===== config.mk =====
export PLATFORM = sky130hd
export DESIGN_NAME = paged_status_readout
export DESIGN_NICKNAME = d
export VERILOG_FILES = /design/src/status_bank_pkg.sv /design/src/conv_sequencer.sv /design/src/paged_status_readout.sv
export SDC_FILE = /design/constraint.sdc
export NUM_CORES = 1
export LEC_CHECK = 0
export CORE_ASPECT_RATIO = 1.75
export CORE_MARGIN = 2
export CORE_UTILIZATION = 30
export DETAILED_ROUTE_END_ITERATION = 16
export DONT_BUFFER_PORTS = 1
export PLACE_DENSITY = 0.41
export SKIP_CTS_REPAIR_TIMING = 1
export SYNTH_ARGS = -nofsm -noshare
export SYNTH_HDL_FRONTEND = slang
export SYNTH_SLANG_ARGS = --single-unit

===== constraint.sdc =====
create_clock -name pclk -period 2.48 [get_ports pclk]
set_input_delay 0.372 -clock pclk [delete_from_list [all_inputs] [get_ports pclk]]
set_output_delay 0.372 -clock pclk [all_outputs]
set_load 0.02 [all_outputs]

===== src/status_bank_pkg.sv =====
package status_bank_pkg;

  // ************************************************************
  // register indices (byte address is four times the index)
  // ************************************************************
  localparam logic [7:0] IDX_GAIN_VIEW = 8'h2C;
  localparam logic [7:0] IDX_CONV_VIEW = 8'h2D;
  localparam logic [7:0] IDX_CMD_STATUS = 8'h2E;
  localparam logic [7:0] IDX_PAGE_SETTING = 8'h30;
  localparam logic [7:0] IDX_CHIP_VERSION = 8'h33;
  localparam int ADDR_LSB = 2;
  localparam int ADDR_W = 12;

  // ************************************************************
  // page setting fields
  // ************************************************************
  localparam int VIEW_D_HI = 7;
  localparam int VIEW_D_LO = 6;
  localparam int VIEW_C_HI = 5;
  localparam int VIEW_C_LO = 4;
  localparam logic [7:0] PAGE_RESET = 8'h00;
  localparam logic [7:0] PAGE_WRITE_MASK = 8'hF0;

  // ************************************************************
  // view codes
  // ************************************************************
  localparam logic [1:0] VIEW_0 = 2'h0;
  localparam logic [1:0] VIEW_1 = 2'h1;
  localparam logic [1:0] VIEW_2 = 2'h2;

  // ************************************************************
  // command status bits
  // ************************************************************
  localparam int BIT_VCO_DONE = 6;
  localparam int BIT_SUPPLY_DONE = 5;
  localparam int BIT_FILTER_DONE = 4;
  localparam int BIT_CONV_DONE = 3;
  localparam int BIT_ANTICOLL = 2;
  localparam int BIT_GAIN_ON = 1;
  localparam int BIT_AUX_SEL = 0;

  // ************************************************************
  // direct command codes
  // ************************************************************
  localparam logic [7:0] CMD_HOP_MAIN = 8'h84;
  localparam logic [7:0] CMD_HOP_AUX = 8'h85;
  localparam logic [7:0] CMD_TRIG_CONV = 8'h87;
  localparam logic [7:0] CMD_FILTER_CAL = 8'h88;
  localparam logic [7:0] CMD_SUPPLY_AUTO = 8'hA2;
  localparam logic [7:0] CMD_SUPPLY_MAN = 8'hA3;
  localparam logic [7:0] CMD_VCO_AUTO = 8'hA4;
  localparam logic [7:0] CMD_VCO_MAN = 8'hA5;
  localparam logic [7:0] CMD_GAIN_ON = 8'hA6;
  localparam logic [7:0] CMD_GAIN_OFF = 8'hA7;

  // ************************************************************
  // gain reduction
  // ************************************************************
  localparam logic [2:0] GAIN_CODE_MAX = 3'h4;
  localparam logic [4:0] GAIN_STEP_DB = 5'h03;

  // ************************************************************
  // timing
  // ************************************************************
  localparam int CLK_PERIOD_NS = 8;
  localparam int CONV_TIME_NS = 20000;
  localparam int CONV_CYCLES = (CONV_TIME_NS + CLK_PERIOD_NS - 1) / CLK_PERIOD_NS;

  // arbitrary version value
  localparam logic [7:0] VERSION_DEFAULT = 8'hA5;

  typedef enum logic [1:0] {
    CONV_IDLE = 2'b01,
    CONV_BUSY = 2'b10
  } conv_state_t;

endpackage

===== src/conv_sequencer.sv =====
`timescale 1ns/100ps
module conv_sequencer #(
  parameter int CYCLES = status_bank_pkg::CONV_CYCLES
) (
  input wire logic pclk,
  input wire logic presetn,
  input wire logic ce,
  input wire logic start,
  input wire logic [7:0] sample,
  output logic [7:0] result,
  output logic busy,
  output logic done
);
  localparam int CW = $clog2(CYCLES + 1);
  localparam logic [CW-1:0] LAST = CW'(CYCLES - 1);

  status_bank_pkg::conv_state_t state_reg;
  logic [CW-1:0] count_reg;

  assign busy = (state_reg == status_bank_pkg::CONV_BUSY);

  // ************************************************************
  // sequencer
  // ************************************************************
  // restart while busy begins a fresh full wait
  always_ff @(posedge pclk or negedge presetn) begin
    if (!presetn) begin
      state_reg <= status_bank_pkg::CONV_IDLE;
      count_reg <= '0;
    end else if (ce) begin
      case (state_reg)
        status_bank_pkg::CONV_IDLE: begin
          if (start) begin
            state_reg <= status_bank_pkg::CONV_BUSY;
            count_reg <= '0;
          end
        end
        status_bank_pkg::CONV_BUSY: begin
          if (start) begin
            count_reg <= '0;
          end else if (count_reg == LAST) begin
            state_reg <= status_bank_pkg::CONV_IDLE;
          end else begin
            count_reg <= count_reg + 1'b1;
          end
        end
        default: begin
          state_reg <= status_bank_pkg::CONV_IDLE;
        end
      endcase
    end
  end

  // result settles exactly the conversion time after the command
  always_ff @(posedge pclk or negedge presetn) begin
    if (!presetn) begin
      result <= 8'h00;
      done <= 1'b0;
    end else if (ce) begin
      done <= 1'b0;
      if (busy && !start && count_reg == LAST) begin
        result <= sample;
        done <= 1'b1;
      end
    end
  end
endmodule


===== src/paged_status_readout.sv =====
// Added by the designer: the APB interface to the registers.
`timescale 1ns/100ps
// How it works
// - gain view at 2Ch: Q level bits 5:3, I level bits 2:0, bits 7:6 zero.
// - gain codes 0..4 are valid, 3 dB each, 0 to 12 dB.
// - gain codes 5..7 add no attenuation beyond what is applied.
// - VCO view at 2Ch: bits 7:4 show the 16-value range search result.
// - VCO view bits 2:0 show the measured VCO pin voltage step.
// - calibration view: high nibble high-pass code, low nibble low-pass code.
// - view 00 at 2Dh shows the 8-bit converter result.
// - conversion starts on its command; result valid 20 us later.
// - view 01 at 2Dh bit 7 shows external oscillator detected.
// - view 01 bits 2:0 show the supply level code in use.
// - bits 6:3 of oscillator and supply view read zero.
// - status bit 6 sets when a VCO range command completes, raising an event.
// - status bit 5 sets when a supply level command completes, raising an event.
// - status bit 4 sets when filter calibration completes, raising an event.
// - status bit 3 sets when a conversion completes, raising an event.
// - status bit 2 shows anti-collision support is enabled.
// - status bit 1 reflects completion of gain reduction on and off.
// - status bit 0 shows auxiliary synthesizer setting after hop commands.
// - address 33h returns a fixed version number.
// - page bits 7:6 choose the 2Dh view, bits 5:4 the 2Ch view.
module paged_status_readout #(
  parameter logic [7:0] VERSION = status_bank_pkg::VERSION_DEFAULT,
  parameter int CONV_CYCLES = status_bank_pkg::CONV_CYCLES
) (
  input wire logic pclk,
  input wire logic presetn,
  input wire logic ce,
  input wire logic psel,
  input wire logic penable,
  input wire logic pwrite,
  input wire logic [status_bank_pkg::ADDR_W-1:0] paddr,
  input wire logic [31:0] pwdata,
  output logic [31:0] prdata,
  output logic pready,
  output logic pslverr,
  input wire logic cmd_valid,
  input wire logic [7:0] cmd_code,
  input wire logic [2:0] q_gain_request,
  input wire logic [2:0] i_gain_request,
  input wire logic [3:0] oscillator_range_readout,
  input wire logic [2:0] vco_pin_level,
  input wire logic [3:0] highpass_trim_code,
  input wire logic [3:0] lowpass_trim_code,
  input wire logic [7:0] converter_sample,
  input wire logic ext_osc_detected,
  input wire logic [2:0] supply_level_in_use,
  input wire logic anticollision_active,
  input wire logic vco_range_finished,
  input wire logic supply_finished,
  input wire logic filter_cal_finished,
  output logic [4:0] q_atten_db,
  output logic [4:0] i_atten_db,
  output logic conv_busy,
  output logic [3:0] completion_event
);

  // ************************************************************
  // bus decode
  // ************************************************************
  logic [7:0] index;
  logic setup;
  logic wr_access;
  logic hit_mapped;
  logic [7:0] page_reg;
  logic [1:0] view_select_c;
  logic [1:0] view_select_d;

  assign index = paddr[status_bank_pkg::ADDR_LSB +: 8];
  assign setup = psel && !penable;
  assign wr_access = psel && penable && pwrite && ce;
  assign view_select_d = page_reg[status_bank_pkg::VIEW_D_HI:status_bank_pkg::VIEW_D_LO];
  assign view_select_c = page_reg[status_bank_pkg::VIEW_C_HI:status_bank_pkg::VIEW_C_LO];

  always_comb begin
    hit_mapped = 1'b0;
    if (paddr[status_bank_pkg::ADDR_W-1:status_bank_pkg::ADDR_LSB + 8] == '0 &&
        paddr[status_bank_pkg::ADDR_LSB-1:0] == '0) begin
      case (index)
        status_bank_pkg::IDX_GAIN_VIEW,
        status_bank_pkg::IDX_CONV_VIEW,
        status_bank_pkg::IDX_CMD_STATUS,
        status_bank_pkg::IDX_PAGE_SETTING,
        status_bank_pkg::IDX_CHIP_VERSION: hit_mapped = 1'b1;
        default: hit_mapped = 1'b0;
      endcase
    end
  end

  // answer comes in the first access cycle; data captured at setup
  assign pready = psel && penable;

  // ************************************************************
  // page setting (the only writable register)
  // ************************************************************
  // bank views ignore writes; only this index accepts data
  always_ff @(posedge pclk or negedge presetn) begin
    if (!presetn) begin
      page_reg <= status_bank_pkg::PAGE_RESET;
    end else if (wr_access && hit_mapped && index == status_bank_pkg::IDX_PAGE_SETTING) begin
      page_reg <= pwdata[7:0] & status_bank_pkg::PAGE_WRITE_MASK;
    end
  end

  // ************************************************************
  // command decode
  // ************************************************************
  logic cmd_take;
  logic issue_vco;
  logic issue_supply;
  logic issue_filter;
  logic issue_conv;

  assign cmd_take = cmd_valid && ce;
  assign issue_vco = cmd_take && (cmd_code == status_bank_pkg::CMD_VCO_AUTO ||
                                  cmd_code == status_bank_pkg::CMD_VCO_MAN);
  assign issue_supply = cmd_take && (cmd_code == status_bank_pkg::CMD_SUPPLY_AUTO ||
                                     cmd_code == status_bank_pkg::CMD_SUPPLY_MAN);
  assign issue_filter = cmd_take && cmd_code == status_bank_pkg::CMD_FILTER_CAL;
  assign issue_conv = cmd_take && cmd_code == status_bank_pkg::CMD_TRIG_CONV;

  // ************************************************************
  // converter
  // ************************************************************
  logic [7:0] conv_result;
  logic conv_done;

  conv_sequencer #(
    .CYCLES(CONV_CYCLES)
  ) u_conv (
    .pclk(pclk),
    .presetn(presetn),
    .ce(ce),
    .start(issue_conv),
    .sample(converter_sample),
    .result(conv_result),
    .busy(conv_busy),
    .done(conv_done)
  );

  // ************************************************************
  // completion flags
  // ************************************************************
  logic [3:0] done_set;
  logic [3:0] done_clear;
  logic [3:0] done_reg;

  assign done_set = {vco_range_finished, supply_finished, filter_cal_finished, conv_done};
  assign done_clear = {issue_vco, issue_supply, issue_filter, issue_conv};

  // set wins over a clear in the same cycle
  genvar g;
  generate
    for (g = 0; g < 4; g++) begin : g_flag
      always_ff @(posedge pclk or negedge presetn) begin
        if (!presetn) begin
          done_reg[g] <= 1'b0;
        end else if (ce) begin
          if (done_set[g]) begin
            done_reg[g] <= 1'b1;
          end else if (done_clear[g]) begin
            done_reg[g] <= 1'b0;
          end
        end
      end
    end
  endgenerate

  // one-cycle event per completion, for the interrupt logic outside
  always_ff @(posedge pclk or negedge presetn) begin
    if (!presetn) begin
      completion_event <= 4'h0;
    end else if (ce) begin
      completion_event <= done_set;
    end
  end

  // ************************************************************
  // gain reduction and hop state
  // ************************************************************
  logic gain_on_reg;
  logic aux_sel_reg;
  logic [2:0] q_gain_reg;
  logic [2:0] i_gain_reg;

  always_ff @(posedge pclk or negedge presetn) begin
    if (!presetn) begin
      gain_on_reg <= 1'b0;
    end else if (cmd_take) begin
      if (cmd_code == status_bank_pkg::CMD_GAIN_ON) begin
        gain_on_reg <= 1'b1;
      end else if (cmd_code == status_bank_pkg::CMD_GAIN_OFF) begin
        gain_on_reg <= 1'b0;
      end
    end
  end

  always_ff @(posedge pclk or negedge presetn) begin
    if (!presetn) begin
      aux_sel_reg <= 1'b0;
    end else if (cmd_take) begin
      if (cmd_code == status_bank_pkg::CMD_HOP_AUX) begin
        aux_sel_reg <= 1'b1;
      end else if (cmd_code == status_bank_pkg::CMD_HOP_MAIN) begin
        aux_sel_reg <= 1'b0;
      end
    end
  end

  // out-of-range requests leave the applied level where it was
  always_ff @(posedge pclk or negedge presetn) begin
    if (!presetn) begin
      q_gain_reg <= 3'h0;
      i_gain_reg <= 3'h0;
    end else if (ce) begin
      if (q_gain_request <= status_bank_pkg::GAIN_CODE_MAX) begin
        q_gain_reg <= q_gain_request;
      end
      if (i_gain_request <= status_bank_pkg::GAIN_CODE_MAX) begin
        i_gain_reg <= i_gain_request;
      end
    end
  end

  // attenuation only applies while gain reduction is on
  always_ff @(posedge pclk or negedge presetn) begin
    if (!presetn) begin
      q_atten_db <= 5'h00;
      i_atten_db <= 5'h00;
    end else if (ce) begin
      q_atten_db <= gain_on_reg ? 5'(q_gain_reg * status_bank_pkg::GAIN_STEP_DB) : 5'h00;
      i_atten_db <= gain_on_reg ? 5'(i_gain_reg * status_bank_pkg::GAIN_STEP_DB) : 5'h00;
    end
  end

  // ************************************************************
  // read mux
  // ************************************************************
  logic [7:0] view_c;
  logic [7:0] view_d;
  logic [7:0] cmd_status;
  logic [7:0] read_value;

  // shows the applied levels, so codes 5..7 never appear
  always_comb begin
    case (view_select_c)
      status_bank_pkg::VIEW_0: view_c = {2'b00, q_gain_reg, i_gain_reg};
      status_bank_pkg::VIEW_1: view_c = {oscillator_range_readout, 1'b1, vco_pin_level};
      status_bank_pkg::VIEW_2: view_c = {highpass_trim_code, lowpass_trim_code};
      default: view_c = 8'h00;
    endcase
  end

  always_comb begin
    case (view_select_d)
      status_bank_pkg::VIEW_0: view_d = conv_result;
      status_bank_pkg::VIEW_1: view_d = {ext_osc_detected, 4'h0, supply_level_in_use};
      default: view_d = 8'h00;
    endcase
  end

  always_comb begin
    cmd_status = 8'h00;
    cmd_status[status_bank_pkg::BIT_VCO_DONE] = done_reg[3];
    cmd_status[status_bank_pkg::BIT_SUPPLY_DONE] = done_reg[2];
    cmd_status[status_bank_pkg::BIT_FILTER_DONE] = done_reg[1];
    cmd_status[status_bank_pkg::BIT_CONV_DONE] = done_reg[0];
    cmd_status[status_bank_pkg::BIT_ANTICOLL] = anticollision_active;
    cmd_status[status_bank_pkg::BIT_GAIN_ON] = gain_on_reg;
    cmd_status[status_bank_pkg::BIT_AUX_SEL] = aux_sel_reg;
  end

  always_comb begin
    read_value = 8'h00;
    if (hit_mapped) begin
      case (index)
        status_bank_pkg::IDX_GAIN_VIEW: read_value = view_c;
        status_bank_pkg::IDX_CONV_VIEW: read_value = view_d;
        status_bank_pkg::IDX_CMD_STATUS: read_value = cmd_status;
        status_bank_pkg::IDX_PAGE_SETTING: read_value = page_reg;
        status_bank_pkg::IDX_CHIP_VERSION: read_value = VERSION;
        default: read_value = 8'h00;
      endcase
    end
  end

  // ************************************************************
  // bus answer registers
  // ************************************************************
  // captured in setup so data is steady through the access phase
  always_ff @(posedge pclk or negedge presetn) begin
    if (!presetn) begin
      prdata <= 32'h0000_0000;
      pslverr <= 1'b0;
    end else if (ce && setup) begin
      prdata <= pwrite ? 32'h0000_0000 : {24'h00_0000, read_value};
      pslverr <= !hit_mapped;
    end
  end

endmodule


==> results of run 1 <==
per-layer routing:
metal,up-vias,share of wire (%),wire [microns],global-route usage (%)
met2,92,54,5325,28.37
met4,0,2.8,276,6.746
li1,1290,-,-,-
met5,-,0,0,0
met1,1297,37,3675,17.38
met3,15,5.8,567,4.020
kinds of logic after synthesis:
kind of cell	count (synthesis)
AND/OR/NAND/NOR	122
multiplexers	25
buffers and inverters	60
AO/OA/AOI/OAI	87
other	1
adder cells (fa/ha/maj)	8
XOR/XNOR	2
flip-flops	62
report_power, final:
part,total [W],switching (W),internal [W],leakage [nW]
clock network,0.00109,0.000427,0.000668,0.123
registers,0.00119,0.000114,0.00107,0.803
logic,0.000209,0.000129,0.0000792,0.803
total,0.00249,0.000670,0.00182,1.73
stage by stage:
step	power [W]	instance area (sq um)	cells	hold slack, ns
after floorplan	0.001377	3621	390	0.07641
after global placement	0.001390	3607	493	0.07934
after detailed placement	0.001392	3607	493	0.07867
after CTS	0.002506	3857	508	-0.2718
after global routing	0.002608	3895	510	0.1356
final	0.002490	3895	510	0.1364
worst max-delay path, delay by kind of cell (launching register included):
family	cells	cell delay, ns
AND/OR/NAND/NOR	3	0.87
flip-flops	1	0.40
multiplexers	1	0.40
adder cells (fa/ha/maj)	1	0.23
cells in the mapped netlist (all sizes together), types with 2 or more instances:
library cell / count / area share, %
a31oi: 8 / 1.4
a221oi: 3 / 0.74
dfrtp: 61 / 43
clkbuf: 13 / 1.4
nand3b: 4 / 0.85
and3: 5 / 0.88
nor2: 24 / 2.5
or4b: 2 / 0.57
a2111oi: 2 / 0.50
o31ai: 8 / 1.8
buf: 27 / 5.5
nand4: 5 / 0.88
ha: 6 / 2.1
and4: 2 / 0.50
a21oi: 6 / 0.85
a21o: 4 / 0.85
o2bb2ai: 6 / 1.5
fa: 2 / 1.1
a22o: 2 / 0.50
nor3b: 3 / 0.64
xnor2: 2 / 0.50
mux2: 19 / 6.1
nand4b: 3 / 0.74
a2bb2oi: 6 / 1.5
or3: 4 / 0.71
and2: 3 / 0.53
or2: 2 / 0.35
nor4b: 4 / 1.2
nor3: 5 / 0.71
nor2b: 5 / 0.88
a211oi: 4 / 0.85
inv: 20 / 2.1
nand2b: 3 / 0.53
nand2: 28 / 3.0
o21ai: 33 / 4.7
mux2i: 6 / 1.7
or4: 3 / 0.64
nand3: 13 / 1.8
worst min path at each step:
| stage | end | slack [ns] | depth (start not counted) |
|---|---|---|---|
| 2_1_floorplan | aux_sel_reg$_DFFE_PN0P_ | 0.08 | 0 |
| 3_3_place_gp | u_conv.count_reg[1]$_DFFE_PN0P_ | 0.08 | 0 |
| 3_5_place_dp | u_conv.count_reg[1]$_DFFE_PN0P_ | 0.08 | 0 |
| 4_1_cts | u_conv.count_reg[1]$_DFFE_PN0P_ | -0.27 | 0 |
| 5_1_grt | gain_on_reg$_DFFE_PN0P_ | 0.14 | 1 |
| 6_report | gain_on_reg$_DFFE_PN0P_ | 0.14 | 1 |
layout make-up:
| type | instances | area share, % |
|---|---|---|
| Clock buffer | 13 | 6.168 |
| Clock inverter | 2 | 0.2570 |
| Inverter | 20 | 1.927 |
| Multi-Input combinational cell | 268 | 44.94 |
| Sequential cell | 62 | 39.87 |
| Tap cell | 135 | 4.337 |
| Timing Repair Buffer | 10 | 2.506 |
==> metrics.txt, run 1 <==
status complete, no violations; ys async rst share 100.0%; Worst-Margin Slew 0.5227 ns; register area 1553 sq um; Post-Synth XOR/XNOR Area 0.4956%; CORE AREA 11520 sq um; most frequent cells in the layout 61 x dfrtp_1, 28 x nand2_1, 25 x o21ai_0, 24 x nor2_1, 24 x conb_1; Die W 86.05 microns; register area share after synthesis 43.93%; crit path to u_conv.result[5]$_DFFE_PN0P_; setup slack, reg-to-reg 0.45 ns; top_reg_cell synth dfrtp_1; Slew Limit Fails 0; Slew HR 65.15%; Worst Setup SP u_conv.count_reg[0]$_DFFE_PN0P_; Largest stage delay, worst path 0.50 ns; pwr dens 639.4 nW/um^2; worst r2r path cells 5; multiplexer area fraction after synthesis 7.752%; Root Driver clkbuf_16; vias 2694; commonest non-fill, non-tap cell in the layout dfrtp_1; vias in the first global route 2756; Die Y 147.6 microns; Period Utilization, post-route 81.69%; Core Util, Final 33.82%; max_cap viols 0; fmax 0.4936 GHz; clk_lat worst skew 0.32 ns; gr usage total 15.86%; min-delay worst type in2reg; nets@finish 475; compound-cell area share of the yosys netlist 16.57%; peak supply drop 309.0 uV; TNS Setup 0 ns; drt drc 0; Setup Slack @ Placement 0.3930 ns; arrival time worst endpoint 2.23 ns; Num CTS Buffers 9; number of synthesized flops with an enable pin 0; initial antenna violation count 0; Synth Area in Simple Gates 18.90%; Pre-antenna DRT Iters 4; Initial Util 30.69%; kind of critical path reg2reg; layout cells sized above 1 12.80%; I/O Pins 145; initial DRC count 76; Pleak 1.729 nW; synthesized area 3535 sq um; final hold vios 0; post-route setup slack 0.4540 ns; #FFs+latches synth 62; P&R area growth vs syn 10.19%; first-pass GRT wire length 15200 microns; gr ovfl total 0; Avg Vias per Cell 5.282; CTS tree built; buffers added on ports 0; HP Start cmd_code[0]; Final setup viols 0; R2R Path Start u_conv.count_reg[0]$_DFFE_PN0P_; area occupied by multi-input gates 1750 sq um; syn_area_per_cell 9.631 sq um; # fillers 1201; Min Clock Period, post-route 2.026 ns; crit path max-delay cell type and3_1; ordered cell list for the critical path ha_1 -> nand2b_1 -> and4b_1 -> and3_1 -> mux2_2; post-route antenna net violation count 0; total routed wirelength 9845 microns; FF-to-FF End u_conv.result[5]$_DFFE_PN0P_; dpl hpwl 7512 microns; H-tree depth 3; Worst Path Required 2.68 ns; main combinational cell family by area after synthesis simple AND/OR/NAND/NOR gates; die area 12700 sq um; Adder-Cell Fraction of Synth Area 3.257%; Clock transition at path regs 0.05 ns; Synth Warn # 0; CTS max path bufs 2; Site Rows 52; Largest register FFs 12; final RePlAce weighted congestion 0.7816; startpoint types register; CTS sink cnt 62; endpoint kind of the worst setup timing path register; unrepaired setup endpoints after global routing no; largest net degree at the start of global routing 63; CP max FO 9; Distinct cells, synth 55; ant diodes 0; drt wl/cell 19.30 microns; Post-Syn Instances 367; worst clock skew 0.005052 ns
No activity file was read; power rests on OpenSTA's default activity.
==> run 2, diff against run 1 <==
Settings changed: PLACE_DENSITY 0.41 to 0.42.
Clock period 2.48 ns to 1.7 ns, I/O delays scaled along.
==> run 2 against run 1 <==
The flow now finishes with violations (hold timing, setup timing). Final cell count increased by 7.8%. Via count increased by 6.9%. Fmax increased by 15%. Largest cell class unchanged.
==> metrics.txt, run 2 (synthesized netlist as in run 1, its figures left out) <==
Worst Path Required 1.95 ns; Min Clock Period, post-route 1.765 ns; P&R area growth vs syn 22.41%; fmax 0.5667 GHz; largest net degree at the start of global routing 63; pwr dens 882.8 nW/um^2; overall power 0.003820 W; CTS sink cnt 62; vias in the first global route 2965; initial DRC count 132; failing checks hold timing, setup timing; peak supply drop 503.0 uV; Largest register FFs 12; Slew Limit Fails 0; total routed wirelength 10290 microns; FF-to-FF End u_conv.count_reg[7]$_DFFE_PN0P_; Root Driver clkbuf_16; Clock transition at path regs 0.05 ns; Initial Util 30.69%; Die Y 147.6 microns; Die W 86.05 microns; net switching power figure 0.0009858 W; CORE AREA 11520 sq um; CTS tree built; die area 12700 sq um; drt wl/cell 18.71 microns; Flop pwr share 45.0%; Worst Setup SP u_conv.count_reg[0]$_DFFE_PN0P_; CP max FO 5; Avg Vias per Cell 5.238; crit path to u_conv.count_reg[7]$_DFFE_PN0P_; buffers added on ports 0; endpoint kind of the worst setup timing path register; max_cap viols 0; R2R Path Start u_conv.count_reg[0]$_DFFE_PN0P_; setup slack, reg-to-reg -0.06 ns; kind of critical path reg2reg; min-delay worst type in2async; layout cells sized above 1 26.27%; Pre-antenna DRT Iters 4; Final setup viols 12; Hold WS -0.3770 ns; Clk pwr share 46.4%; Placed Instance Area 3958 sq um; Sw Ratio 25.81%; cell internal pwr 0.002834 W; startpoint types register; logic gate share of total power 8.6%; I/O Pins 145; first-pass GRT wire length 15720 microns; Num CTS Buffers 9; arrival time worst endpoint 2.02 ns; commonest non-fill, non-tap cell in the layout dfrtp_1; Pleak 1.957 nW; gr usage total 16.44%; most frequent cells in the layout 60 x dfrtp_1, 47 x buf_4, 28 x nand2_1, 24 x nor2_1, 24 x conb_1; worst clock skew 0.003642 ns; drt drc 0; post-route setup slack -0.06470 ns; ant diodes 0; final hold vios 62; nets@finish 514; Period Utilization, post-route 103.8%; post-route antenna net violation count 0; unrepaired setup endpoints after global routing yes; final RePlAce weighted congestion 0.8225; H-tree depth 3; initial antenna violation count 0; gr ovfl total 0; CTS max path bufs 2; worst r2r path cells 6; clk_lat worst skew 0.32 ns; dpl hpwl 7940 microns; vias 2881; Site Rows 52; fin area 4327 sq um; status complete, but fails checks
==> run 2: cell types whose count changed in the layout (fill, tap and decap cells not counted), moves of 2 or more <==
cell      change
clkbuf_1      -2
nor4b_1       -2
nor4b_2       +2
o31ai_4       +2
buf_6         +2
o31ai_1       -3
a21oi_2       +2
clkinv_2      +2
a21oi_1       -2
buf_4        +39
o21ai_0       -8
o21ai_1       +7
==> run 2: metrics by stage <==
| stage | hold slack, ns | util, % | setup WS, ns | TNS [ns] | cells |
|---|---|---|---|---|---|
| after floorplan | -0.04059 | - | -0.07938 | -0.7944 | 390 |
| after global placement | -0.03771 | 34.37 | -0.2612 | -3.753 | 534 |
| after detailed placement | -0.03770 | 34.37 | -0.2217 | -3.280 | 534 |
| after CTS | -0.3872 | 36.82 | -0.2277 | -2.499 | 550 |
| after global routing | -0.3959 | 37.57 | -0.1385 | -1.648 | 550 |
| final | -0.3770 | 37.57 | -0.06470 | -0.5571 | 550 |
==> run 2: power by group through the flow <==
stage                     Combinational (W)  Sequential, W  Clock (W)
after floorplan                    0.000284        0.00173          0
after global placement             0.000322        0.00175          0
after detailed placement           0.000324        0.00175          0
after CTS                          0.000327        0.00172    0.00183
after global routing               0.000380        0.00173    0.00190
final                              0.000329        0.00172    0.00177
==> run 2: worst max-delay path: stages (launching register included) <==
cell      delay [ns]
dfrtp_1         0.38
ha_2            0.19
nand2b_1        0.09
and4b_1         0.22
or3_4           0.38
or3_1           0.35
o21ai_1         0.07
==> run 2: area by class of cell <==
cell class	count	area, sq um
flip-flops and latches	62	1554
fillers	1173	7189
clock inverters	5	50.05
repair buffers	49	375.4
well taps	135	168.9
multi-input cells	268	1871
clock buffers	11	232.7
inverters	20	75.07
==> run 2: layer usage <==
| metal | vias up | GRT usage [%] | routed length, microns |
|---|---|---|---|
| li1 | 1373 | - | - |
| met2 | 97 | 30.23 | 5680 |
| met1 | 1396 | 17.93 | 3795 |
| met5 | - | 0 | 0 |
| met3 | 15 | 3.908 | 559 |
| met4 | 0 | 5.873 | 254 |
==> run 2: worst min path at each step <==
| stage | start | to | slack, ns | cells after the start |
|---|---|---|---|---|
| final | presetn | u_conv.count_reg[2]$_DFFE_PN0P_ | -0.38 | 0 |
| after global routing | presetn | aux_sel_reg$_DFFE_PN0P_ | -0.40 | 0 |
| after CTS | presetn | u_conv.count_reg[0]$_DFFE_PN0P_ | -0.39 | 0 |
| after detailed placement | presetn | u_conv.count_reg[0]$_DFFE_PN0P_ | -0.04 | 0 |
| after floorplan | presetn | aux_sel_reg$_DFFE_PN0P_ | -0.04 | 0 |
| after global placement | presetn | u_conv.count_reg[1]$_DFFE_PN0P_ | -0.04 | 0 |
